## config.mk

```make
export PLATFORM = sky130hd
export DESIGN_NAME = ubd_uart_core
export DESIGN_NICKNAME = d
export VERILOG_FILES = /design/src/design/ubd_pkg.sv /design/src/design/ubd_uart_core.sv
export SDC_FILE = /design/constraint.sdc
export NUM_CORES = 1
export LEC_CHECK = 0
export CAP_MARGIN = 40
export CORE_ASPECT_RATIO = 1.25
export CORE_MARGIN = 8
export CORE_UTILIZATION = 49
export DETAILED_ROUTE_END_ITERATION = 8
export DONT_BUFFER_PORTS = 1
export SETUP_SLACK_MARGIN = 0.02
export SLEW_MARGIN = 20
export SYNTH_ARGS = -nofsm -noshare
export SYNTH_HDL_FRONTEND = slang
export SYNTH_SLANG_ARGS = --single-unit
```

## constraint.sdc

```tcl
create_clock -name core_clk_i -period 4.9 [get_ports core_clk_i]
set_clock_uncertainty 0.1 [all_clocks]
set_input_delay 0.98 -clock core_clk_i [delete_from_list [all_inputs] [get_ports core_clk_i]]
set_output_delay 0.98 -clock core_clk_i [all_outputs]
set_load 0.1 [all_outputs]
```

## src/design/ubd_pkg.sv

```systemverilog
package ubd_pkg;

    // ------------------------------------------------------------------
    // Register offsets and fields
    // ------------------------------------------------------------------
    localparam logic [2:0] UBD_OFF_DATA     = 3'h0;
    localparam logic [2:0] UBD_OFF_IER      = 3'h1;
    localparam int         UBD_CLK_PICK_BIT = 7;
    localparam int         UBD_IER_RX_BIT   = 0;
    localparam int         UBD_IER_TX_BIT   = 1;
    localparam int         UBD_IER_LINE_BIT = 2;
    localparam int         UBD_IER_MODEM_BIT = 3;
    localparam logic [3:0] UBD_IER_USED_MASK = 4'hF;
    localparam logic [7:0] UBD_RST_BYTE     = 8'h00;

    // ------------------------------------------------------------------
    // Baud generator and character timing
    // ------------------------------------------------------------------
    localparam logic [15:0] UBD_DIV_ZERO_EQUIV = 16'h0003;
    localparam logic [3:0]  UBD_OVERSAMPLE_LAST = 4'hF;
    localparam logic [3:0]  UBD_MID_SAMPLE     = 4'h7;
    localparam logic [2:0]  UBD_LAST_BIT       = 3'h7;

    // ------------------------------------------------------------------
    // Types
    // ------------------------------------------------------------------
    typedef struct packed {
        logic [2:0] addr;
        logic       wr;
        logic       rd;
        logic [7:0] wdata;
    } ubd_bus_req_t;

    typedef struct packed {
        logic modem_change;
        logic line_error;
        logic rx_timeout;
        logic fifo_mode;
    } ubd_irq_src_t;

    typedef enum logic [1:0] {
        UBD_S_IDLE  = 2'b00,
        UBD_S_START = 2'b01,
        UBD_S_DATA  = 2'b10,
        UBD_S_STOP  = 2'b11
    } ubd_ser_state_t;

endpackage : ubd_pkg

```

## src/design/ubd_uart_core.sv

```systemverilog
`timescale 1ns/1ps

// Function
// - With divisor access clear, offset 0 reads last received byte; resets zero.
// - A hidden receive shift register fills the receive holding register.
// - With divisor access clear, offset 0 writes load the transmit holding register.
// - Transmit shift loads next byte only after the previous one left.
// - With divisor access set, offset 0 is the divisor low byte, resets zero.
// - With divisor access set, offset 1 bits 6:0 hold divisor upper seven bits.
// - Divisor high bit 7 picks 1.8432 MHz (0) or 48 MHz (1) reference.
// - External clock option on makes the pick bit ignored yet still read/write.
// - Enable bit 3 allows the modem status change interrupt.
// - Enable bit 2 allows the line error interrupt; software reads line status.
// - Enable bit 1 allows the transmit holding empty interrupt.
// - Enable bit 0 allows data available, and timeout in FIFO mode.
// - All four enables clear means no interrupt and nothing pending.
// - Disabled interrupts leave status flags updating normally.
// - Enable bits 7:4 are reserved and read zero; all enables reset zero.
// - Line control bit 7 steers offsets 0 and 1 to the divisor latches.
// - Baud generator divides selected reference by divisor giving sixteen times bit rate.
// - Writing either divisor byte reloads the baud counter at once.
// - Interrupt output only drives while the output-2 gate bit is one.
module ubd_uart_core (
    // Clock and reset
    input  wire logic                  core_clk_i,
    input  wire logic                  srst_i,
    // Register port
    input  wire ubd_pkg::ubd_bus_req_t bus_req_i,
    output logic [7:0]                 rdata_o,
    // Controls held in neighbouring registers
    input  wire logic                  divisor_access_bit_i,
    input  wire logic                  irq_output_gate_i,
    input  wire logic                  external_clock_option_i,
    // Baud reference enable pulses
    input  wire logic                  ref_1p8_tick_i,
    input  wire logic                  ref_48_tick_i,
    input  wire logic                  ref_ext_tick_i,
    // Interrupt sources from neighbouring logic
    input  wire ubd_pkg::ubd_irq_src_t irq_src_i,
    // Serial line
    input  wire logic                  serial_rx_i,
    output logic                       serial_tx_o,
    // Status and interrupt
    output logic                       rx_ready_o,
    output logic                       tx_empty_o,
    output logic                       overrun_o,
    output logic                       framing_err_o,
    output logic                       irq_pending_o,
    output logic                       irq_o
);
    import ubd_pkg::*;

    // ------------------------------------------------------------------
    // Register decode
    // ------------------------------------------------------------------
    logic       wr_data;
    logic       rd_data;
    logic       wr_div_lo;
    logic       wr_div_hi;
    logic       wr_ier;
    logic       div_write;

    assign wr_data   = bus_req_i.wr && bus_req_i.addr == UBD_OFF_DATA && !divisor_access_bit_i;
    assign rd_data   = bus_req_i.rd && bus_req_i.addr == UBD_OFF_DATA && !divisor_access_bit_i;
    assign wr_div_lo = bus_req_i.wr && bus_req_i.addr == UBD_OFF_DATA && divisor_access_bit_i;
    assign wr_div_hi = bus_req_i.wr && bus_req_i.addr == UBD_OFF_IER && divisor_access_bit_i;
    assign wr_ier    = bus_req_i.wr && bus_req_i.addr == UBD_OFF_IER && !divisor_access_bit_i;
    assign div_write = wr_div_lo || wr_div_hi;

    // ------------------------------------------------------------------
    // Register file
    // ------------------------------------------------------------------
    logic [7:0] rbr_r, rbr_nxt;
    logic [7:0] thr_r, thr_nxt;
    logic [7:0] dll_r, dll_nxt;
    logic [7:0] dlm_r, dlm_nxt;
    logic [3:0] ier_r, ier_nxt;
    logic [7:0] rdata_nxt;
    logic       rx_ready_r, rx_ready_nxt;
    logic       tx_empty_r, tx_empty_nxt;
    logic       rx_commit;
    logic       tx_load;
    logic [7:0] rx_shift_r;

    always_comb begin
        dll_nxt   = wr_div_lo ? bus_req_i.wdata : dll_r;
        dlm_nxt   = wr_div_hi ? bus_req_i.wdata : dlm_r;
        ier_nxt   = wr_ier ? (bus_req_i.wdata[3:0] & UBD_IER_USED_MASK) : ier_r;
        thr_nxt   = wr_data ? bus_req_i.wdata : thr_r;
        rbr_nxt   = rx_commit ? rx_shift_r : rbr_r;
        // An arriving byte wins over the read that clears ready.
        rx_ready_nxt = rx_commit ? 1'b1 : (rd_data ? 1'b0 : rx_ready_r);
        // A new write keeps the holding register full even if it loads this cycle.
        tx_empty_nxt = wr_data ? 1'b0 : (tx_load ? 1'b1 : tx_empty_r);
        rdata_nxt = rdata_o;
        if (bus_req_i.rd) begin
            case (bus_req_i.addr)
                UBD_OFF_DATA: rdata_nxt = divisor_access_bit_i ? dll_r : rbr_r;
                UBD_OFF_IER:  rdata_nxt = divisor_access_bit_i ? dlm_r : {4'h0, ier_r};
                default:      rdata_nxt = UBD_RST_BYTE;
            endcase
        end
    end

    always_ff @(posedge core_clk_i) begin
        if (srst_i) begin
            rbr_r      <= UBD_RST_BYTE;
            thr_r      <= UBD_RST_BYTE;
            dll_r      <= UBD_RST_BYTE;
            dlm_r      <= UBD_RST_BYTE;
            ier_r      <= 4'h0;
            rdata_o    <= UBD_RST_BYTE;
            rx_ready_r <= 1'b0;
            tx_empty_r <= 1'b1;
        end else begin
            rbr_r      <= rbr_nxt;
            thr_r      <= thr_nxt;
            dll_r      <= dll_nxt;
            dlm_r      <= dlm_nxt;
            ier_r      <= ier_nxt;
            rdata_o    <= rdata_nxt;
            rx_ready_r <= rx_ready_nxt;
            tx_empty_r <= tx_empty_nxt;
        end
    end

    assign rx_ready_o = rx_ready_r;
    assign tx_empty_o = tx_empty_r;

    // ------------------------------------------------------------------
    // Baud generator
    // ------------------------------------------------------------------
    // A zero divisor divides by three, so the counter never stalls.
    logic [15:0] eff_div;
    logic [15:0] eff_div_new;
    logic [15:0] baud_cnt_r, baud_cnt_nxt;
    logic        ref_tick;
    logic        tick16;

    assign eff_div     = ({dlm_r[6:0], dll_r} == 15'h0) ? UBD_DIV_ZERO_EQUIV : {1'b0, dlm_r[6:0], dll_r};
    assign eff_div_new = ({dlm_nxt[6:0], dll_nxt} == 15'h0) ? UBD_DIV_ZERO_EQUIV
                                                             : {1'b0, dlm_nxt[6:0], dll_nxt};
    assign ref_tick    = external_clock_option_i ? ref_ext_tick_i
                       : (dlm_r[UBD_CLK_PICK_BIT] ? ref_48_tick_i : ref_1p8_tick_i);
    assign tick16      = ref_tick && !div_write && baud_cnt_r <= 16'h0001;

    always_comb begin
        baud_cnt_nxt = baud_cnt_r;
        if (div_write) begin
            baud_cnt_nxt = eff_div_new;
        end else if (ref_tick) begin
            baud_cnt_nxt = (baud_cnt_r <= 16'h0001) ? eff_div : baud_cnt_r - 16'h0001;
        end
    end

    always_ff @(posedge core_clk_i) begin
        if (srst_i) begin
            baud_cnt_r <= UBD_DIV_ZERO_EQUIV;
        end else begin
            baud_cnt_r <= baud_cnt_nxt;
        end
    end

    // ------------------------------------------------------------------
    // Receiver
    // ------------------------------------------------------------------
    ubd_ser_state_t rx_st_r, rx_st_nxt;
    logic [3:0]     rx_ph_r, rx_ph_nxt;
    logic [2:0]     rx_idx_r, rx_idx_nxt;
    logic [7:0]     rx_shift_nxt;
    logic           overrun_nxt;
    logic           framing_nxt;

    always_comb begin
        rx_st_nxt    = rx_st_r;
        rx_ph_nxt    = rx_ph_r;
        rx_idx_nxt   = rx_idx_r;
        rx_shift_nxt = rx_shift_r;
        rx_commit    = 1'b0;
        overrun_nxt  = 1'b0;
        framing_nxt  = 1'b0;
        if (tick16) begin
            rx_ph_nxt = rx_ph_r + 4'h1;
            case (rx_st_r)
                UBD_S_IDLE: begin
                    rx_ph_nxt = 4'h0;
                    if (!serial_rx_i) begin
                        rx_st_nxt = UBD_S_START;
                    end
                end
                UBD_S_START: begin
                    if (rx_ph_r == UBD_MID_SAMPLE) begin
                        rx_ph_nxt  = 4'h0;
                        rx_idx_nxt = 3'h0;
                        rx_st_nxt  = serial_rx_i ? UBD_S_IDLE : UBD_S_DATA;
                    end
                end
                UBD_S_DATA: begin
                    if (rx_ph_r == UBD_OVERSAMPLE_LAST) begin
                        rx_shift_nxt = {serial_rx_i, rx_shift_r[7:1]};
                        rx_idx_nxt   = rx_idx_r + 3'h1;
                        if (rx_idx_r == UBD_LAST_BIT) begin
                            rx_st_nxt = UBD_S_STOP;
                        end
                    end
                end
                UBD_S_STOP: begin
                    if (rx_ph_r == UBD_OVERSAMPLE_LAST) begin
                        rx_st_nxt = UBD_S_IDLE;
                        if (serial_rx_i) begin
                            rx_commit   = 1'b1;
                            overrun_nxt = rx_ready_r && !rd_data;
                        end else begin
                            framing_nxt = 1'b1;
                        end
                    end
                end
                default: rx_st_nxt = UBD_S_IDLE;
            endcase
        end
    end

    always_ff @(posedge core_clk_i) begin
        if (srst_i) begin
            rx_st_r       <= UBD_S_IDLE;
            rx_ph_r       <= 4'h0;
            rx_idx_r      <= 3'h0;
            rx_shift_r    <= UBD_RST_BYTE;
            overrun_o     <= 1'b0;
            framing_err_o <= 1'b0;
        end else begin
            rx_st_r       <= rx_st_nxt;
            rx_ph_r       <= rx_ph_nxt;
            rx_idx_r      <= rx_idx_nxt;
            rx_shift_r    <= rx_shift_nxt;
            overrun_o     <= overrun_nxt;
            framing_err_o <= framing_nxt;
        end
    end

    // ------------------------------------------------------------------
    // Transmitter
    // ------------------------------------------------------------------
    ubd_ser_state_t tx_st_r, tx_st_nxt;
    logic [3:0]     tx_ph_r, tx_ph_nxt;
    logic [2:0]     tx_idx_r, tx_idx_nxt;
    logic [7:0]     tx_shift_r, tx_shift_nxt;
    logic           tx_line_nxt;

    // Loading waits for idle, which is only reached after the stop bit.
    assign tx_load = tx_st_r == UBD_S_IDLE && !tx_empty_r;

    always_comb begin
        tx_st_nxt    = tx_st_r;
        tx_ph_nxt    = tx_ph_r;
        tx_idx_nxt   = tx_idx_r;
        tx_shift_nxt = tx_shift_r;
        tx_line_nxt  = serial_tx_o;
        case (tx_st_r)
            UBD_S_IDLE: begin
                tx_line_nxt = 1'b1;
                if (tx_load) begin
                    tx_shift_nxt = thr_r;
                    tx_ph_nxt    = 4'h0;
                    tx_st_nxt    = UBD_S_START;
                    tx_line_nxt  = 1'b0;
                end
            end
            UBD_S_START: begin
                if (tick16) begin
                    tx_ph_nxt = tx_ph_r + 4'h1;
                    if (tx_ph_r == UBD_OVERSAMPLE_LAST) begin
                        tx_st_nxt   = UBD_S_DATA;
                        tx_idx_nxt  = 3'h0;
                        tx_line_nxt = tx_shift_r[0];
                    end
                end
            end
            UBD_S_DATA: begin
                if (tick16) begin
                    tx_ph_nxt = tx_ph_r + 4'h1;
                    if (tx_ph_r == UBD_OVERSAMPLE_LAST) begin
                        tx_idx_nxt   = tx_idx_r + 3'h1;
                        tx_shift_nxt = {1'b0, tx_shift_r[7:1]};
                        if (tx_idx_r == UBD_LAST_BIT) begin
                            tx_st_nxt   = UBD_S_STOP;
                            tx_line_nxt = 1'b1;
                        end else begin
                            tx_line_nxt = tx_shift_r[1];
                        end
                    end
                end
            end
            UBD_S_STOP: begin
                if (tick16) begin
                    tx_ph_nxt = tx_ph_r + 4'h1;
                    if (tx_ph_r == UBD_OVERSAMPLE_LAST) begin
                        tx_st_nxt = UBD_S_IDLE;
                    end
                end
            end
            default: tx_st_nxt = UBD_S_IDLE;
        endcase
    end

    always_ff @(posedge core_clk_i) begin
        if (srst_i) begin
            tx_st_r     <= UBD_S_IDLE;
            tx_ph_r     <= 4'h0;
            tx_idx_r    <= 3'h0;
            tx_shift_r  <= UBD_RST_BYTE;
            serial_tx_o <= 1'b1;
        end else begin
            tx_st_r     <= tx_st_nxt;
            tx_ph_r     <= tx_ph_nxt;
            tx_idx_r    <= tx_idx_nxt;
            tx_shift_r  <= tx_shift_nxt;
            serial_tx_o <= tx_line_nxt;
        end
    end

    // ------------------------------------------------------------------
    // Interrupt gating
    // ------------------------------------------------------------------
    // Enables only gate the request; the flags underneath run regardless.
    assign irq_pending_o = (ier_r[UBD_IER_RX_BIT] &&
                            (rx_ready_r || (irq_src_i.fifo_mode && irq_src_i.rx_timeout)))
                         || (ier_r[UBD_IER_TX_BIT] && tx_empty_r)
                         || (ier_r[UBD_IER_LINE_BIT] && irq_src_i.line_error)
                         || (ier_r[UBD_IER_MODEM_BIT] && irq_src_i.modem_change);
    assign irq_o = irq_output_gate_i && irq_pending_o;

    // ------------------------------------------------------------------
    // Assertions
    // ------------------------------------------------------------------
    property p_rbr_read;
        @(posedge core_clk_i) disable iff (srst_i)
        rd_data |=> rdata_o == $past(rbr_r);
    endproperty
    a_rbr_read: assert property (p_rbr_read) else $error("receive read data wrong");

    property p_ier_reserved;
        @(posedge core_clk_i) disable iff (srst_i)
        (bus_req_i.rd && bus_req_i.addr == UBD_OFF_IER && !divisor_access_bit_i) |=> rdata_o[7:4] == 4'h0;
    endproperty
    a_ier_reserved: assert property (p_ier_reserved) else $error("reserved enable bits not zero");

    property p_irq_gate;
        @(posedge core_clk_i) disable iff (srst_i)
        !irq_output_gate_i |-> !irq_o;
    endproperty
    a_irq_gate: assert property (p_irq_gate) else $error("interrupt driven with gate low");

    property p_no_enable_no_irq;
        @(posedge core_clk_i) disable iff (srst_i)
        ier_r == 4'h0 |-> !irq_pending_o && !irq_o;
    endproperty
    a_no_enable_no_irq: assert property (p_no_enable_no_irq) else $error("pending with enables clear");

    property p_div_reload;
        @(posedge core_clk_i) disable iff (srst_i)
        div_write |=> baud_cnt_r == {1'b0, dlm_r[6:0], dll_r} || baud_cnt_r == UBD_DIV_ZERO_EQUIV;
    endproperty
    a_div_reload: assert property (p_div_reload) else $error("divisor write did not reload counter");

    property p_thr_write_clears_empty;
        @(posedge core_clk_i) disable iff (srst_i)
        wr_data |=> !tx_empty_r && thr_r == $past(bus_req_i.wdata);
    endproperty
    a_thr_write_clears_empty: assert property (p_thr_write_clears_empty) else $error("empty not cleared");

    property p_load_only_idle;
        @(posedge core_clk_i) disable iff (srst_i)
        (tx_st_r == UBD_S_STOP) |=> tx_shift_r == $past(tx_shift_r);
    endproperty
    a_load_only_idle: assert property (p_load_only_idle) else $error("shift reloaded before stop done");

    // A start bit lasts sixteen oversample ticks; counting them keeps the check bounded at any divisor.
    logic [4:0] start_ticks_r, start_ticks_nxt;

    always_comb begin
        start_ticks_nxt = start_ticks_r;
        if (tx_st_r != UBD_S_START) begin
            start_ticks_nxt = 5'h00;
        end else if (tick16) begin
            start_ticks_nxt = start_ticks_r + 5'h01;
        end
    end

    always_ff @(posedge core_clk_i) begin
        if (srst_i) begin
            start_ticks_r <= 5'h00;
        end else begin
            start_ticks_r <= start_ticks_nxt;
        end
    end

    property p_start_bounded;
        @(posedge core_clk_i) disable iff (srst_i)
        (tx_st_r == UBD_S_START) |-> start_ticks_r <= {1'b0, UBD_OVERSAMPLE_LAST};
    endproperty
    a_start_bounded: assert property (p_start_bounded) else $error("start bit too long");

    property p_first_bit;
        @(posedge core_clk_i) disable iff (srst_i)
        (tx_st_r == UBD_S_START && tx_st_nxt == UBD_S_DATA) |=> serial_tx_o == $past(tx_shift_r[0]);
    endproperty
    a_first_bit: assert property (p_first_bit) else $error("first data bit is not bit 0");

    property p_rx_commit;
        @(posedge core_clk_i) disable iff (srst_i)
        rx_commit |=> rx_ready_r && rbr_r == $past(rx_shift_r);
    endproperty
    a_rx_commit: assert property (p_rx_commit) else $error("received byte not delivered");

    property p_rd_clears_ready;
        @(posedge core_clk_i) disable iff (srst_i)
        (rd_data && !rx_commit) |=> !rx_ready_r;
    endproperty
    a_rd_clears_ready: assert property (p_rd_clears_ready) else $error("read did not clear ready");

    property p_clk_pick;
        @(posedge core_clk_i) disable iff (srst_i)
        (!external_clock_option_i && !dlm_r[UBD_CLK_PICK_BIT]) |-> ref_tick == ref_1p8_tick_i;
    endproperty
    a_clk_pick: assert property (p_clk_pick) else $error("wrong baud reference");

endmodule : ubd_uart_core

```

Yosys cells after proc, flatten, opt, wreduce, memory -nomap -nowiden
Index checks and enable logic that the tools add are counted.

Register bits after elaboration: 99. Output and inout bits: 15. Bits of input ports: 26.

Bitwise logic cells: 4. Equality and inequality tests: 26. $lt $le $gt $ge: 1. Add/subtract/negate cells: 5. Mux-type cells: 61. Reductions and logical operators: 50.

Operators by type and width (number): $mux W16 (3); $mux W8 (6); $pmux W8 S2 (2); $logic_not A15 Y1 (2); $mux W15 (2); $mux W2 (14); $ne A2 B2 Y1 const B (13); $logic_and A1 B1 Y1 (18); $mux W3 (6); $mux W1 (17); $le A16 B1 Y1 const B (1); $pmux W2 S4 (2); $pmux W4 S2 (2); $sub A16 B1 Y16 const B (1); $mux W4 (3); $pmux W3 S2 (2); $reduce_bool A2 Y1 (6); $reduce_and A5 Y1 (2); $add A4 B1 Y4 const B (2); $eq A2 B2 Y1 const B (4); $eq A4 B4 Y1 const B (2); $reduce_and A4 Y1 (2); $reduce_and A8 Y1 (1); $mux W7 (1); 19 further kinds (33).

Depth between registers and ports, before layout
Depth after elaboration: 9. Mapped depth: 10. Depth with buffers taken out: 8.

Worst setup path after synthesis
OpenSTA, ideal clock, no wires.

Path type: input to output. Start: input irq_src_i[0] (netlist bit). End: output irq_o. Required time: 3.820 ns. Data arrival time: 4.186 ns. Buffers on the path: 0. Setup slack: -0.366 ns. Cell stages on the path: 3. Cell sequence: a21oi_1 > o21ai_0 > and2_1.

Cells in the longest elaborated chain, start to end: 7.

Ends and longest elaborated chain: from (decl) (RTL line ubd_uart_core.sv:39) `input wire ubd_pkg::ubd_irq_src_t irq_src_i,`; $logic_and A1 B1 Y1 (RTL line ubd_uart_core.sv:327) `(rx_ready_r || (irq_src_i.fifo_mode && irq_src_i.rx_timeout)))`; $logic_or A1 B1 Y1 (RTL line ubd_uart_core.sv:327); $logic_and A1 B1 Y1 (RTL line ubd_uart_core.sv:326) `assign irq_pending_o = (ier_r[UBD_IER_RX_BIT] &&`; $logic_or A1 B1 Y1 (RTL line ubd_uart_core.sv:328) `|| (ier_r[UBD_IER_TX_BIT] && tx_empty_r)`; $logic_or A1 B1 Y1 (RTL line ubd_uart_core.sv:329) `|| (ier_r[UBD_IER_LINE_BIT] && irq_src_i.line_error)`; $logic_or A1 B1 Y1 (RTL line ubd_uart_core.sv:330) `|| (ier_r[UBD_IER_MODEM_BIT] && irq_src_i.modem_change);`; net irq_pending_o (RTL line ubd_uart_core.sv:48) `output logic irq_pending_o,`; $logic_and A1 B1 Y1 (RTL line ubd_uart_core.sv:331) `assign irq_o = irq_output_gate_i && irq_pending_o;`; to (decl) (RTL line ubd_uart_core.sv:49) `output logic irq_o`.

The timed path passes the listed nets, and every way through them passes these cells.

Worst setup path after layout
Start: input irq_src_i[2] (netlist bit). End: output irq_o.

Cells in the longest elaborated chain, start to end: 4.

Ends and longest elaborated chain (RTL line): $logic_and A1 B1 Y1 (ubd_uart_core.sv:329); $logic_or A1 B1 Y1 (ubd_uart_core.sv:329); $logic_or A1 B1 Y1 (ubd_uart_core.sv:330); net irq_pending_o (ubd_uart_core.sv:48); $logic_and A1 B1 Y1 (ubd_uart_core.sv:331).

The timed path passes the listed nets, and every way through them passes these cells.

==> summary.txt <==
Worst setup path
  • Nature of the critical path endpoint: primary output
  • Crit-path max FO: 2
  • Worst Path Arrival: 2060 ps
  • CP Launch Type: primary input
  • Critical path type: primary input to primary output
  • Worst EP required: 3820 ps

Worst hold path
  • Worst min-delay path category: flop to flop

Cells and area
  • Final cell count without fillers: 747
  • Layout cells sized above 1: 0.1024
  • Antenna cells: 0
  • Area delta synth->final: 12.48%
  • NumNets Final: 649
  • Fin area: 0.005787 mm2

Floorplanning
  • Initial Util: 0.4945
  • CORE AREA: 0.01041 mm2
  • Chip height: 130.6 um
  • Placement Rows: 42
  • Ports: 41
  • DIE AREA: 0.01406 mm2
  • Die W: 107.7 um

STA
  • Finish-stage setup viols: 0
  • Fmax: 318.6 MHz
  • Final Slew Violations: 0
  • Post-route setup TNS: 0 ps
  • Hold Vio Cnt, Final: 0
  • Slew @ Worst Pin: 733.3 ps
  • Worst setup margin: 1761 ps
  • Minimum clock period: 3139 ps
  • RSZ-0062 raised after global routing: no
  • Tcrit/Tclk final: 0.6406
  • Max-Slew Margin vs Limit: 0.5090

Logic synthesis
  • Library cells used by synthesis: 69
  • Yosys top cell area share: 0.3852
  • Commonest cells post-synth: dfxtp_1 (99), nor2_1 (86), nand2_1 (56)
  • Largest area contributor in the netlist: dfxtp_1
  • Ys Warns: 0
  • Mapped Nets: 650
  • Post-synthesis sequential area ratio: 0.3852
  • Main area contributors after synthesis: dfxtp_1 (39%), mux2i_1 (9.9%), nor2_1 (6.3%), a21oi_1 (4.9%), nand2_1 (4.1%)
  • Synth Flop Type: dfxtp_1
  • EDFF count, synth: 0
  • Most instantiated library cell after synthesis: dfxtp_1
  • Post-synth ARST share: 0
  • Gate count after technology mapping: 611
  • Post-synthesis register bit count: 99
  • Post-Syn Area: 0.005145 mm2
  • Syn avg cell area: 8.421 um2

Clock network
  • Num Clock Sinks: 99
  • Longest Clk Path Bufs: 2
  • CTS tree: done
  • Worst skew pair latency: 340 ps
  • Total setup buffers inserted after CTS: 0
  • CTS clock-pin slew for the worst setup and hold paths: 70 ps
  • H-tree Lvls: 3
  • Cts bufs inserted: 9
  • Root buf cell: clkbuf_16
  • Hold buffers post-CTS: 0
  • PostCTS Resize Cnt: 0

Placed design
  • Routability Congestion: 0.9137
  • HPWL Detailed: 10,330 um
  • I/O Buffers: 0
  • Dpl cell area: 0.005453 mm2
  • Cell Count Post-Placement: 730
  • Post-place setup slack: 1713 ps

Global routing
  • Largest net degree at the start of global routing: 92
  • Grt total ovfl: 0
  • Initial antenna violation count: 0
  • Vias in the first global route: 4,450
  • Aggregate global-route resource usage: 0.2040
  • Global-route wire length before repair: 22,870 um

Power
  • Leak: 2.134 nW
  • Power per cell area: 354.7 mW/mm2
  • Max VDD drop: 0.2033 mV

Route
  • Vias: 4,536
  • Initial DRC Count: 301
  • Pre-Repair DR Iteration Count: 5
  • Met3 wire length: 850 um
  • Post-DR wirelength/cell: 18.94 um
  • DR WL met2: 6969 um
  • Via/cell ratio: 6.072
  • Routed Antenna Nets: 0
  • Top layer in use: met4
  • DRC Markers: 0
  • Final WL: 14,150 um
  • WL met1: 6050 um

Job
  • Max-cap violations: 0

Outcome
  • Status: finished clean
where the power goes:
part	internal (mW)	leakage [nW]	switching, mW
combinational	0.149	1.18	0.256
sequential	0.833	0.800	0.0428
clock	0.451	0.152	0.321
final timing paths:
| kind | slack (ps) | to | startpoint | cells past startpoint |
|---|---|---|---|---|
| max | 1760 | irq_o | irq_src_i[2] | 5 |
| max reg2reg | 1990 | tx_shift_r[7] | baud_cnt_r[0] | 8 |
| min | 350 | thr_r[6] | thr_r[6] | 2 |
| min reg2reg | 350 | thr_r[6] | thr_r[6] | 2 |
per-stage QoR:
stage / hold WS, ps / power [mW] / util
finish: 349.3 / 2.052 / 0.5562
detailed placement: 338.0 / 1.288 / 0.5241
global route: 359.8 / 2.137 / 0.5562
CTS: 348.5 / 2.057 / 0.5554
floorplan: 328.4 / 1.193 / -
global placement: 334.2 / 1.259 / 0.5034
layout make-up:
type / instances / area, um2
clock buffers: 9 / 225.2
clock inverters: 7 / 101.3
fillers: 961 / 4618
inverters: 13 / 48.80
multi-input cells: 467 / 2982
flip-flops and latches: 99 / 1982
well taps: 132 / 165.2
repair buffers: 20 / 282.8
kinds of logic after synthesis:
family,share of synthesized area
AND/OR/NAND/NOR,0.2415
AO/OA/AOI/OAI,0.1753
flip-flops,0.3852
multiplexers,0.1167
buffers and inverters,0.03599
adder cells (fa/ha/maj),0.03162
XOR/XNOR,0.01362
placed cells by master, fill, tap and decap left out, drive strengths merged, types with 6 or more instances in the layout:
cell,synthesis,layout
nand2b,7,7
nand4,6,6
a221oi,7,7
nor3,21,21
nor4,6,6
inv,12,13
mux2i,51,51
dfxtp,99,99
o21ai,33,33
clkbuf,25,9
nor2,86,86
nand3,27,27
buf,7,20
o22ai,8,8
nand2,56,56
a21oi,50,50
ha,13,13
mux2,8,8
a22oi,8,8
state kept, by name, indices dropped and copies added (netlist names), 4 cells and up, named ones only:
signal / flops
baud_cnt_r: 16
rbr_r: 8
dlm_r: 8
rdata_o: 8
tx_shift_r: 8
rx_ph_r: 4
rx_shift_r: 8
dll_r: 8
ier_r: 4
thr_r: 8
tx_ph_r: 4
layer usage:
| layer | global-route usage | vias up |
|---|---|---|
| met3 | 0.04269 | 20 |
| met2 | 0.3467 | 133 |
| li1 | - | 2208 |
| met4 | 0.08347 | 0 |
| met5 | 0 | - |
| met1 | 0.2446 | 2175 |
worst max-delay path, stage by stage:
cell,delay (ps)
a222oi_1,330
o21ai_2,90
buf_4,240
and2_1,190
buf_4,230
Power figures use the tool's default switching activity.
